$ cat src/verilog/startup_consts.vh
// Constants for the start-up configuration latch
`ifndef STARTUP_CONSTS_VH
`define STARTUP_CONSTS_VH

// Mode select pin levels, two bits from the three-state detector
`define MODE_LVL_GROUND   2'h0
`define MODE_LVL_3V3      2'h1
`define MODE_LVL_BIAS     2'h2

// Start-up states
`define ST_WAIT_POR       3'h0
`define ST_PROFILE        3'h1
`define ST_READY          3'h2
`define ST_RUN            3'h3

// Start-up code: index into the start-up voltage table
`define CODE_W            3

// Lower gate turn-on delay after upper gate is seen off: 20 ns at the 4 ns clock
`define DEADTIME_CYC      4'h5

`endif
$ cat src/verilog/gate_guard.v
// Shoot-through guard for one channel's gate pair
`timescale 1ns/1ps
`include "startup_consts.vh"

module gate_guard (
	// Clock and reset
	input  wire       sys_clk_i,
	input  wire       rst_b_i,
	// Requested drive
	input  wire       run_i,
	input  wire       upper_req_i,
	input  wire       lower_req_i,
	// Monitored upper gate level
	input  wire       upper_gate_mon_i,
	// Gate outputs
	output reg        upper_gate_drive_o,
	output reg        lower_gate_drive_o
);

	reg [3:0] dead_cnt_q;
	wire      upper_off;

	assign upper_off = ~upper_gate_mon_i & ~upper_gate_drive_o;

	always @(posedge sys_clk_i or negedge rst_b_i) begin
		if (!rst_b_i) begin
			dead_cnt_q         <= 4'h0;
			upper_gate_drive_o <= 1'b0;
			lower_gate_drive_o <= 1'b0;
		end else if (!run_i) begin
			dead_cnt_q         <= 4'h0;
			upper_gate_drive_o <= 1'b0;
			lower_gate_drive_o <= 1'b0;
		end else begin
			upper_gate_drive_o <= upper_req_i & ~lower_gate_drive_o & ~lower_req_i;
			if (!upper_off || !lower_req_i) begin
				dead_cnt_q <= 4'h0;
			end else if (dead_cnt_q != `DEADTIME_CYC) begin
				dead_cnt_q <= dead_cnt_q + 4'h1;
			end
			lower_gate_drive_o <= lower_req_i & upper_off
				& (dead_cnt_q == `DEADTIME_CYC);
		end
	end

endmodule

$ cat src/verilog/startup_configuration_latch.v
// Start-up configuration latch: strap sampling, start-up code and gate control
`timescale 1ns/1ps
`include "startup_consts.vh"

module startup_configuration_latch (
	// Clock and reset (reset is the supply power-on reset)
	input  wire       sys_clk_i,
	input  wire       rst_b_i,
	// Straps and control inputs
	input  wire       plane_count_strap_i,
	input  wire [1:0] offset_mode_select_i,
	input  wire       enable_i,
	input  wire       vid_serial_clk_i,
	input  wire       vid_serial_data_i,
	input  wire       power_saving_request_n_i,
	input  wire       low_current_i,
	// PWM requests and upper gate monitors, one bit per core channel
	input  wire [1:0] upper_req_i,
	input  wire [1:0] lower_req_i,
	input  wire [1:0] upper_gate_mon_i,
	// Profile outputs
	output reg        two_phase_o,
	output reg        fixed_vid_mode_o,
	output reg        serial_vid_mode_o,
	output reg        droop_en_o,
	output reg        profile_valid_o,
	output reg  [`CODE_W-1:0] startup_code_o,
	output reg        code_locked_o,
	output reg        phase1_idle_o,
	output reg        discontinuous_conduction_o,
	// Gate drives
	output wire [1:0] upper_gate_drive_o,
	output wire [1:0] lower_gate_drive_o
);

	localparam [2:0] ST_WAIT_POR = `ST_WAIT_POR;
	localparam [2:0] ST_PROFILE  = `ST_PROFILE;
	localparam [2:0] ST_READY    = `ST_READY;
	localparam [2:0] ST_RUN      = `ST_RUN;

	// ==========================================================
	// Start-up code decode
	// ==========================================================
	// Fixed table codes 0..3 (1.4,1.2,1.0,0.8 V), metal codes 4..7 (1.1,1.0,0.9,0.8 V)
	function [`CODE_W-1:0] decode_code;
		input       fixed;
		input       clk_lvl;
		input       dat_lvl;
		begin
			decode_code = {~fixed, clk_lvl, dat_lvl};
		end
	endfunction

	// ==========================================================
	// Mode pin decode
	// ==========================================================
	// Result is {fixed, serial, droop}; an unused level falls back to droop mode
	function [2:0] decode_mode;
		input [1:0] lvl;
		begin
			case (lvl)
				`MODE_LVL_BIAS: begin
					decode_mode = 3'h2;
				end
				`MODE_LVL_3V3: begin
					decode_mode = 3'h4;
				end
				default: begin
					decode_mode = 3'h3;
				end
			endcase
		end
	endfunction

	reg  [2:0]         state_q;
	reg  [2:0]         state_d;
	reg                enable_q;
	wire               enable_rise;
	wire               run;
	wire               sample_win;
	wire               lock_now;
	wire [2:0]         mode_bits;
	wire [`CODE_W-1:0] code_now;

	assign enable_rise = enable_i & ~enable_q;
	assign run         = (state_q == ST_RUN);
	// Straps are looked at only before enable, never in reset or run
	assign sample_win  = (state_q == ST_PROFILE || state_q == ST_READY) & ~enable_i;
	assign lock_now    = (state_q == ST_READY) & enable_rise;
	assign mode_bits   = decode_mode(offset_mode_select_i);
	assign code_now    = decode_code(fixed_vid_mode_o,
		vid_serial_clk_i, vid_serial_data_i);

	// ==========================================================
	// Sequencer
	// ==========================================================
	always @* begin
		state_d = state_q;
		case (state_q)
			ST_WAIT_POR: begin
				state_d = ST_PROFILE;
			end
			ST_PROFILE: begin
				if (!enable_i) begin
					state_d = ST_READY;
				end
			end
			ST_READY: begin
				if (enable_rise) begin
					state_d = ST_RUN;
				end
			end
			ST_RUN: begin
				if (!enable_i) begin
					state_d = ST_PROFILE;
				end
			end
			default: begin
				state_d = ST_WAIT_POR;
			end
		endcase
	end

	// ==========================================================
	// Sequencer state
	// ==========================================================
	// Enable history resets high: an enable already high at release is no rising edge
	always @(posedge sys_clk_i or negedge rst_b_i) begin
		if (!rst_b_i) begin
			state_q  <= ST_WAIT_POR;
			enable_q <= 1'b1;
		end else begin
			state_q  <= state_d;
			enable_q <= enable_i;
		end
	end

	// ==========================================================
	// Profile latch
	// ==========================================================
	always @(posedge sys_clk_i or negedge rst_b_i) begin
		if (!rst_b_i) begin
			two_phase_o       <= 1'b0;
			fixed_vid_mode_o  <= 1'b0;
			serial_vid_mode_o <= 1'b0;
			droop_en_o        <= 1'b0;
			profile_valid_o   <= 1'b0;
		end else if (sample_win) begin
			two_phase_o       <= plane_count_strap_i;
			fixed_vid_mode_o  <= mode_bits[2];
			serial_vid_mode_o <= mode_bits[1];
			droop_en_o        <= mode_bits[0];
			profile_valid_o   <= 1'b1;
		end else if (run && !enable_i) begin
			profile_valid_o   <= 1'b0;
		end
	end

	// ==========================================================
	// Start-up code hold register
	// ==========================================================
	always @(posedge sys_clk_i or negedge rst_b_i) begin
		if (!rst_b_i) begin
			startup_code_o <= {`CODE_W{1'b0}};
			code_locked_o  <= 1'b0;
		end else if (lock_now) begin
			startup_code_o <= code_now;
			code_locked_o  <= 1'b1;
		end else if (run && !enable_i) begin
			code_locked_o  <= 1'b0;
		end
	end

	// ==========================================================
	// Phase idling
	// ==========================================================
	always @(posedge sys_clk_i or negedge rst_b_i) begin
		if (!rst_b_i) begin
			phase1_idle_o <= 1'b0;
		end else begin
			phase1_idle_o <= run & two_phase_o & low_current_i;
		end
	end

	// ==========================================================
	// Discontinuous conduction
	// ==========================================================
	always @(posedge sys_clk_i or negedge rst_b_i) begin
		if (!rst_b_i) begin
			discontinuous_conduction_o <= 1'b0;
		end else begin
			discontinuous_conduction_o <= run & two_phase_o
				& ~power_saving_request_n_i;
		end
	end

	// ==========================================================
	// Gate guards, one per core channel
	// ==========================================================
	genvar ch;
	generate
		for (ch = 0; ch < 2; ch = ch + 1) begin : g_ch
			wire ch_run;
			assign ch_run = run & ~(ch == 1 && phase1_idle_o);
			gate_guard u_guard (
				.sys_clk_i          (sys_clk_i),
				.rst_b_i            (rst_b_i),
				.run_i              (ch_run),
				.upper_req_i        (upper_req_i[ch]),
				.lower_req_i        (lower_req_i[ch] | (~discontinuous_conduction_o
					& ~upper_req_i[ch])),
				.upper_gate_mon_i   (upper_gate_mon_i[ch]),
				.upper_gate_drive_o (upper_gate_drive_o[ch]),
				.lower_gate_drive_o (lower_gate_drive_o[ch])
			);
		end
	endgenerate

endmodule

$ cat config.mk
export PLATFORM = sky130hd
export DESIGN_NAME = startup_configuration_latch
export DESIGN_NICKNAME = d
export VERILOG_FILES = /design/src/verilog/gate_guard.v /design/src/verilog/startup_configuration_latch.v
export VERILOG_INCLUDE_DIRS = /design/src /design/src/verilog
export SDC_FILE = /design/constraint.sdc
export NUM_CORES = 1
export LEC_CHECK = 0
export ABC_AREA = 1
export BUFFER_PORTS_ARGS = -buffer_cell sky130_fd_sc_hd__buf_4
export CORE_MARGIN = 2
export CORE_UTILIZATION = 47
export DETAILED_ROUTE_END_ITERATION = 6
export GPL_ROUTABILITY_DRIVEN = 0
export HOLD_SLACK_MARGIN = 0.05
export PLACE_DENSITY = 0.74
export SETUP_SLACK_MARGIN = 0.05
export SKIP_LAST_GASP = 1
export SLEW_MARGIN = 20
export SYNTH_ARGS = -nofsm -noshare
export SYNTH_HDL_FRONTEND = slang
export SYNTH_SLANG_ARGS = --single-unit
$ cat constraint.sdc
create_clock -name sys_clk_i -period 1.46 [get_ports sys_clk_i]
set_input_delay 0.292 -clock sys_clk_i [delete_from_list [all_inputs] [get_ports sys_clk_i]]
set_output_delay 0.292 -clock sys_clk_i [all_outputs]
set_load 0.01 [all_outputs]
* After elaboration in Yosys (flattened, before gate mapping) *
Index checks and enable logic that the tools add are counted.

storage, ports and cells
  bits in registers = 27
  input bits = 16
  output and inout bits = 15
  logic and storage cells = 101

cells by class
  bitwise operators = 37
  add/subtract/negate cells = 2
  eq/ne operators = 14
  reductions and logical operators = 13
  multiplexer cells = 18

operator list
  kind                   number
  $mux W4                6
  $and A1 B1 Y1          19
  $not A1 Y1             16
  $pmux W3 S4            1
  $mux W3                3
  $add A4 B1 Y4 const B  2
  $eq A4 B3 Y1 const B   2
  $ne A4 B3 Y1 const B   2
  $mux W1                7
  $eq A3 B2 Y1 const B   2
  $ne A2 B2 Y1 const B   3
  $ne A3 B3 Y1 const B   2
  $pmux W3 S2            1
  $logic_not A1 Y1       5
  $reduce_bool A2 Y1     2
  $eq A3 B1 Y1 const B   1
  $logic_not A3 Y1       1
  $logic_or A1 B1 Y1     3
  $reduce_and A3 Y1      1
  $eq A2 B1 Y1 const B   1
  $eq A2 B2 Y1 const B   1
  $or A1 B1 Y1           2
  $logic_and A1 B1 Y1    1

* Logic depth before layout (Yosys ltp) *
  depth in word-level cells = 7
  depth in mapped cells = 7
  mapped depth without buffers = 7

* Cells and area by module *
A second synthesis with hierarchy kept.

unflattened totals
  cell total of the unflattened synthesis = 147
  area total of the unflattened synthesis = 1281.2 µm²

modules (own cells, without submodules)
  module                         cells each  instances  seq. area each (µm²)  area an instance (µm²)
  startup_configuration_latch    69          1          351.6                 643.1
  gate_guard at g_ch[1].u_guard  39          1          150.1                 320.3
  gate_guard at g_ch[0].u_guard  39          1          150.1                 317.8

* Worst setup path before layout *
No wires, ideal clock.

  kind = reg-to-reg
  start = register state_q[0]
  end = register droop_en_o
  required time = 1.332 ns
  cell stages (with the launch flop) = 5
  library setup time = 0.128 ns
  path buffers = 0
  path slack = 0.075 ns
  data arrival time = 1.257 ns
  cell sequence = dfrtp_1 > inv_1 > ha_1 > nor2_2 > mux2_1

on the way
  longest elaborated chain between the ends = 3
  elaborated cells on any way between the ends = 4
  those cells by class = 2 x eq/ne; 1 x bitwise; 1 x reduce/logical

ends and longest elaborated chain
  element                                       RTL line                           source
  from (decl)                                   startup_configuration_latch.v:75   reg [2:0] state_q;
  from (signal assigned)                        startup_configuration_latch.v:133  state_q <= state_d;
  $eq A3 B1 Y1 or $eq A3 B2 Y1 (tied branches)  startup_configuration_latch.v:88   assign sample_win = (state_q == ST_PROFILE || state_q == ST_READY) & ~enable_i;
  $logic_or A1 B1 Y1 (*)                        startup_configuration_latch.v:88
  $and A1 B1 Y1 (*)                             startup_configuration_latch.v:88
  to (signal assigned)                          startup_configuration_latch.v:152  droop_en_o <= mode_bits[0];
  to (decl)                                     startup_configuration_latch.v:25   output reg droop_en_o,

Every way passes the cells marked *; elsewhere a longest branch is shown, timed or not.
A chain may end at the register's enable or synchronous reset.

* Final worst setup path *
  start = register state_q[1]
  end = register droop_en_o

Same word-level chain as after synthesis.

==> impl_metrics.toml <==
[synth]
synth_fa_ha_area_frac = 0.08637
syn_avg_cell_area_sq_um = 9.952
synth.distinct_cells = 29
synth_area_leaders = "dfrtp_1 (48%), ha_1 (8.6%), nand2_1 (6.0%)"
synth_common_cells = "dfrtp_1 (25), nand2_1 (21), inv_1 (14)"
yosysSeqAreaShare = 0.5000
synth_top_family_by_area = "simple AND/OR/NAND/NOR gates"
yosysTopAreaCellShare = 0.4798
syn_area_sq_um = 1304
synth_xor_area_frac = 0.02687
synth_mux_area_frac = 0.01727
synth.largest_area_cell = "dfrtp_1"
yosys_warnings = 0
synth-simple-area-share = 0.2447
yosysMostFrequentCell = "dfrtp_1"
syn_inst = 131
synth-main-ff-cell = "dfrtp_1"
postSynthNetCount = 156
async_flop_share = 1.000
synth_compound_area_frac = 0.04415
yosys_register_bits = 26
synth_edf_count = 0

[sta]
maxClockFrequency_mhz = 737.6
post-route-period-util = 0.9285
period_needed_ps = 1356
setup_violations = 0
slew_viol_final = 0
rsz0062_at_grt = "false"
worst_slew_pin_slew_ps = 316.8
fin_skew_ps = 5.584
fin_tns_setup_ps = 0
hold_viol_final = 0
slew_headroom = 0.7888

[worst_setup_path]
critPathLaunchType = "flip-flop"
path_cells = "ha_1 -> nor2_4 -> mux2_1"
worst_setup_path_end_kind = "flip-flop"
r2r-end = "droop_en_o$_DFFE_PN0P_"
crit_required_ps = 1670
slowest_stage = "dfrtp_1"
rrSetupSlack_ps = 100
r2r_start = "state_q[1]$_DFFE_PN0P_"
worstPathArrival_ps = 1570
cpPeakStageDelay_ps = 440
rr_worst_depth = 3
critical_path_class = "flip-flop to flip-flop"
critPathMaxFanout = 4

[layout]
drive_above_1_share = 0.3067
nets = 189
multi_input_area_sq_um = 554.3
fill_cells = 244
n_antenna_cell = 0
syn_to_final_growth_pct = 21.59
regArea_sq_um = 651.9

[die]
die-area_sq_um = 3211
die_w_um = 56.67
start_util = 0.4853
io_pins = 31
die_y_um = 56.67
core-area_sq_um = 2686
row_count = 19

[min_path]
hold_start = "power_saving_request_n_i"
hold_end = "discontinuous_conduction_o$_DFF_PN0_"
hp-class = "primary input to flip-flop"
hold_depth = 2

[power]
p_leak_nw = 0.8912
ir_worst_vdd_mv = 1.026
powerDensity_nw_per_um2 = 1427
fin_total_pwr_mw = 2.261

[drt]
dr.pass1.iters = 4
drc = 0
via_per_inst = 5.036
vias = 977
ant_nets = 0
wl_mm = 2.328
drt_iter0_markers = 11
wl_per_cell_um = 12.00

[global_routing]
grt_pass1_vias = 967
antenna_found_initial = 0
grt_first_pass_wirelength_mm = 4.077
grtUsageTotal = 0.1621
grt_max_degree = 27
globalRouteOverflowTotal = 0

[clocking]
cts_made_buffers = 3
htree_levels = 1
path_clk_slew_ps = 130
cts_tree = "done"
clk-insertion-delay-late_ps = 310
root_buffer = "clkbuf_4"
cts_buffer_depth = 2
cts_setup_buffers = 0
cts.sinks = 26

[placement]
numPortBuffers = 30
hpwl_mm = 1.852

[outcome]
run_status = "finished, final reports clean"

[run]
drv_cap = 0
[worst max path at each step]
| stage | start | endpoint | slack [ps] | cells after the start |
|---|---|---|---|---|
| 6_report | state_q[1]$_DFFE_PN0P_ | droop_en_o$_DFFE_PN0P_ | 100 | 3 |
| 5_1_grt | state_q[1]$_DFFE_PN0P_ | droop_en_o$_DFFE_PN0P_ | 50 | 3 |
| 4_1_cts | state_q[1]$_DFFE_PN0P_ | fixed_vid_mode_o$_DFFE_PN0P_ | 70 | 3 |
| 3_5_place_dp | state_q[1]$_DFFE_PN0P_ | droop_en_o$_DFFE_PN0P_ | 80 | 3 |
| 3_3_place_gp | state_q[1]$_DFFE_PN0P_ | droop_en_o$_DFFE_PN0P_ | 140 | 3 |
| 2_1_floorplan | state_q[0]$_DFFE_PN0P_ | droop_en_o$_DFFE_PN0P_ | 70 | 4 |
[repair_timing]
| item | CTS | global route |
|---|---|---|
| setup endpoints to repair | 0 | 5 |
| resized for setup | 0 | 2 |
| hold buffers | 1 | 0 |
| endpoints found under the hold margin | 25 | 0 |
[cells by family after synthesis]
family | after synthesis
AO/OA/AOI/OAI | 11
flip-flops | 26
adder cells (fa/ha/maj) | 9
multiplexers | 2
AND/OR/NAND/NOR | 58
XOR/XNOR | 4
buffers and inverters | 21
[power by group]
part | internal (mW) | switching, mW | leakage (nW)
Combinational | 0.450 | 0.491 | 0.540
Clock | 0.107 | 0.199 | 0.0150
Sequential | 0.894 | 0.121 | 0.336
[metal layers]
| metal | vias up | track usage | share of wire |
|---|---|---|---|
| met5 | - | 0 | 0 |
| met3 | 0 | 0.04608 | 0.067 |
| li1 | 485 | - | - |
| met1 | 463 | 0.2069 | 0.43 |
| met4 | 0 | 0.03401 | 0 |
| met2 | 29 | 0.2741 | 0.50 |
[metrics by stage]
step | instance area [sq um] | hold WS, ps | worst slack, ps | instances | utilization
after floorplan | 1304 | -3.591 | 74.98 | 131 | -
after global placement | 1541 | 214.8 | 137.2 | 189 | 0.5738
after detailed placement | 1541 | 215.3 | 83.00 | 189 | 0.5738
after CTS | 1578 | 106.4 | 72.88 | 194 | 0.5873
after global routing | 1585 | 92.52 | 53.03 | 194 | 0.5901
final | 1585 | 116.1 | 104.3 | 194 | 0.5901
[sequential cells by signal, summed over array words and instances, names as in the netlist]
name,cells
g_ch.u_guard.dead_cnt_q,8
startup_code_o,3
g_ch.u_guard.lower_gate_drive_o,2
g_ch.u_guard.upper_gate_drive_o,2
state_q,2
code_locked_o,1
discontinuous_conduction_o,1
droop_en_o,1
enable_q,1
fixed_vid_mode_o,1
phase1_idle_o,1
profile_valid_o,1
serial_vid_mode_o,1
two_phase_o,1
[worst max-delay path: cells and delay by family, from the launching register on]
| kind | cells | cell delay, ps |
|---|---|---|
| mux | 1 | 330 |
| simple gates | 1 | 150 |
| flops | 1 | 440 |
| fa+ha+maj | 1 | 340 |
[final cells by class]
class	count	share of cell area
flip-flops and latches	26	0.4112
multi-input cells	84	0.3496
repair buffers	34	0.1626
inverters	15	0.03552
well taps	31	0.02447
clock buffers	4	0.01657
[placed cells by master, fill, tap and decap left out]
master         count
a21oi_1            1
and2_1             1
and3_1             1
buf_4             33
clkbuf_1           1
clkbuf_4           3
dfrtp_1           25
dfstp_2            1
dlygate4sd3_1      1
ha_1               8
ha_2               1
inv_1             14
inv_2              1
mux2_1             2
nand2_1           21
nand2_2            2
nand3_1           10
nand3_2            1
nand3b_1           2
nand3b_4           1
nand4_1            2
nor2_1             7
nor2_2             3
nor2_4             1
nor2_8             1
nor3_1             1
nor3_2             1
nor4_1             2
o21ai_0            5
o21ai_1            4
o21bai_1           1
or2_4              1
xor2_1             4
No activity file was read; power rests on OpenSTA's default activity.
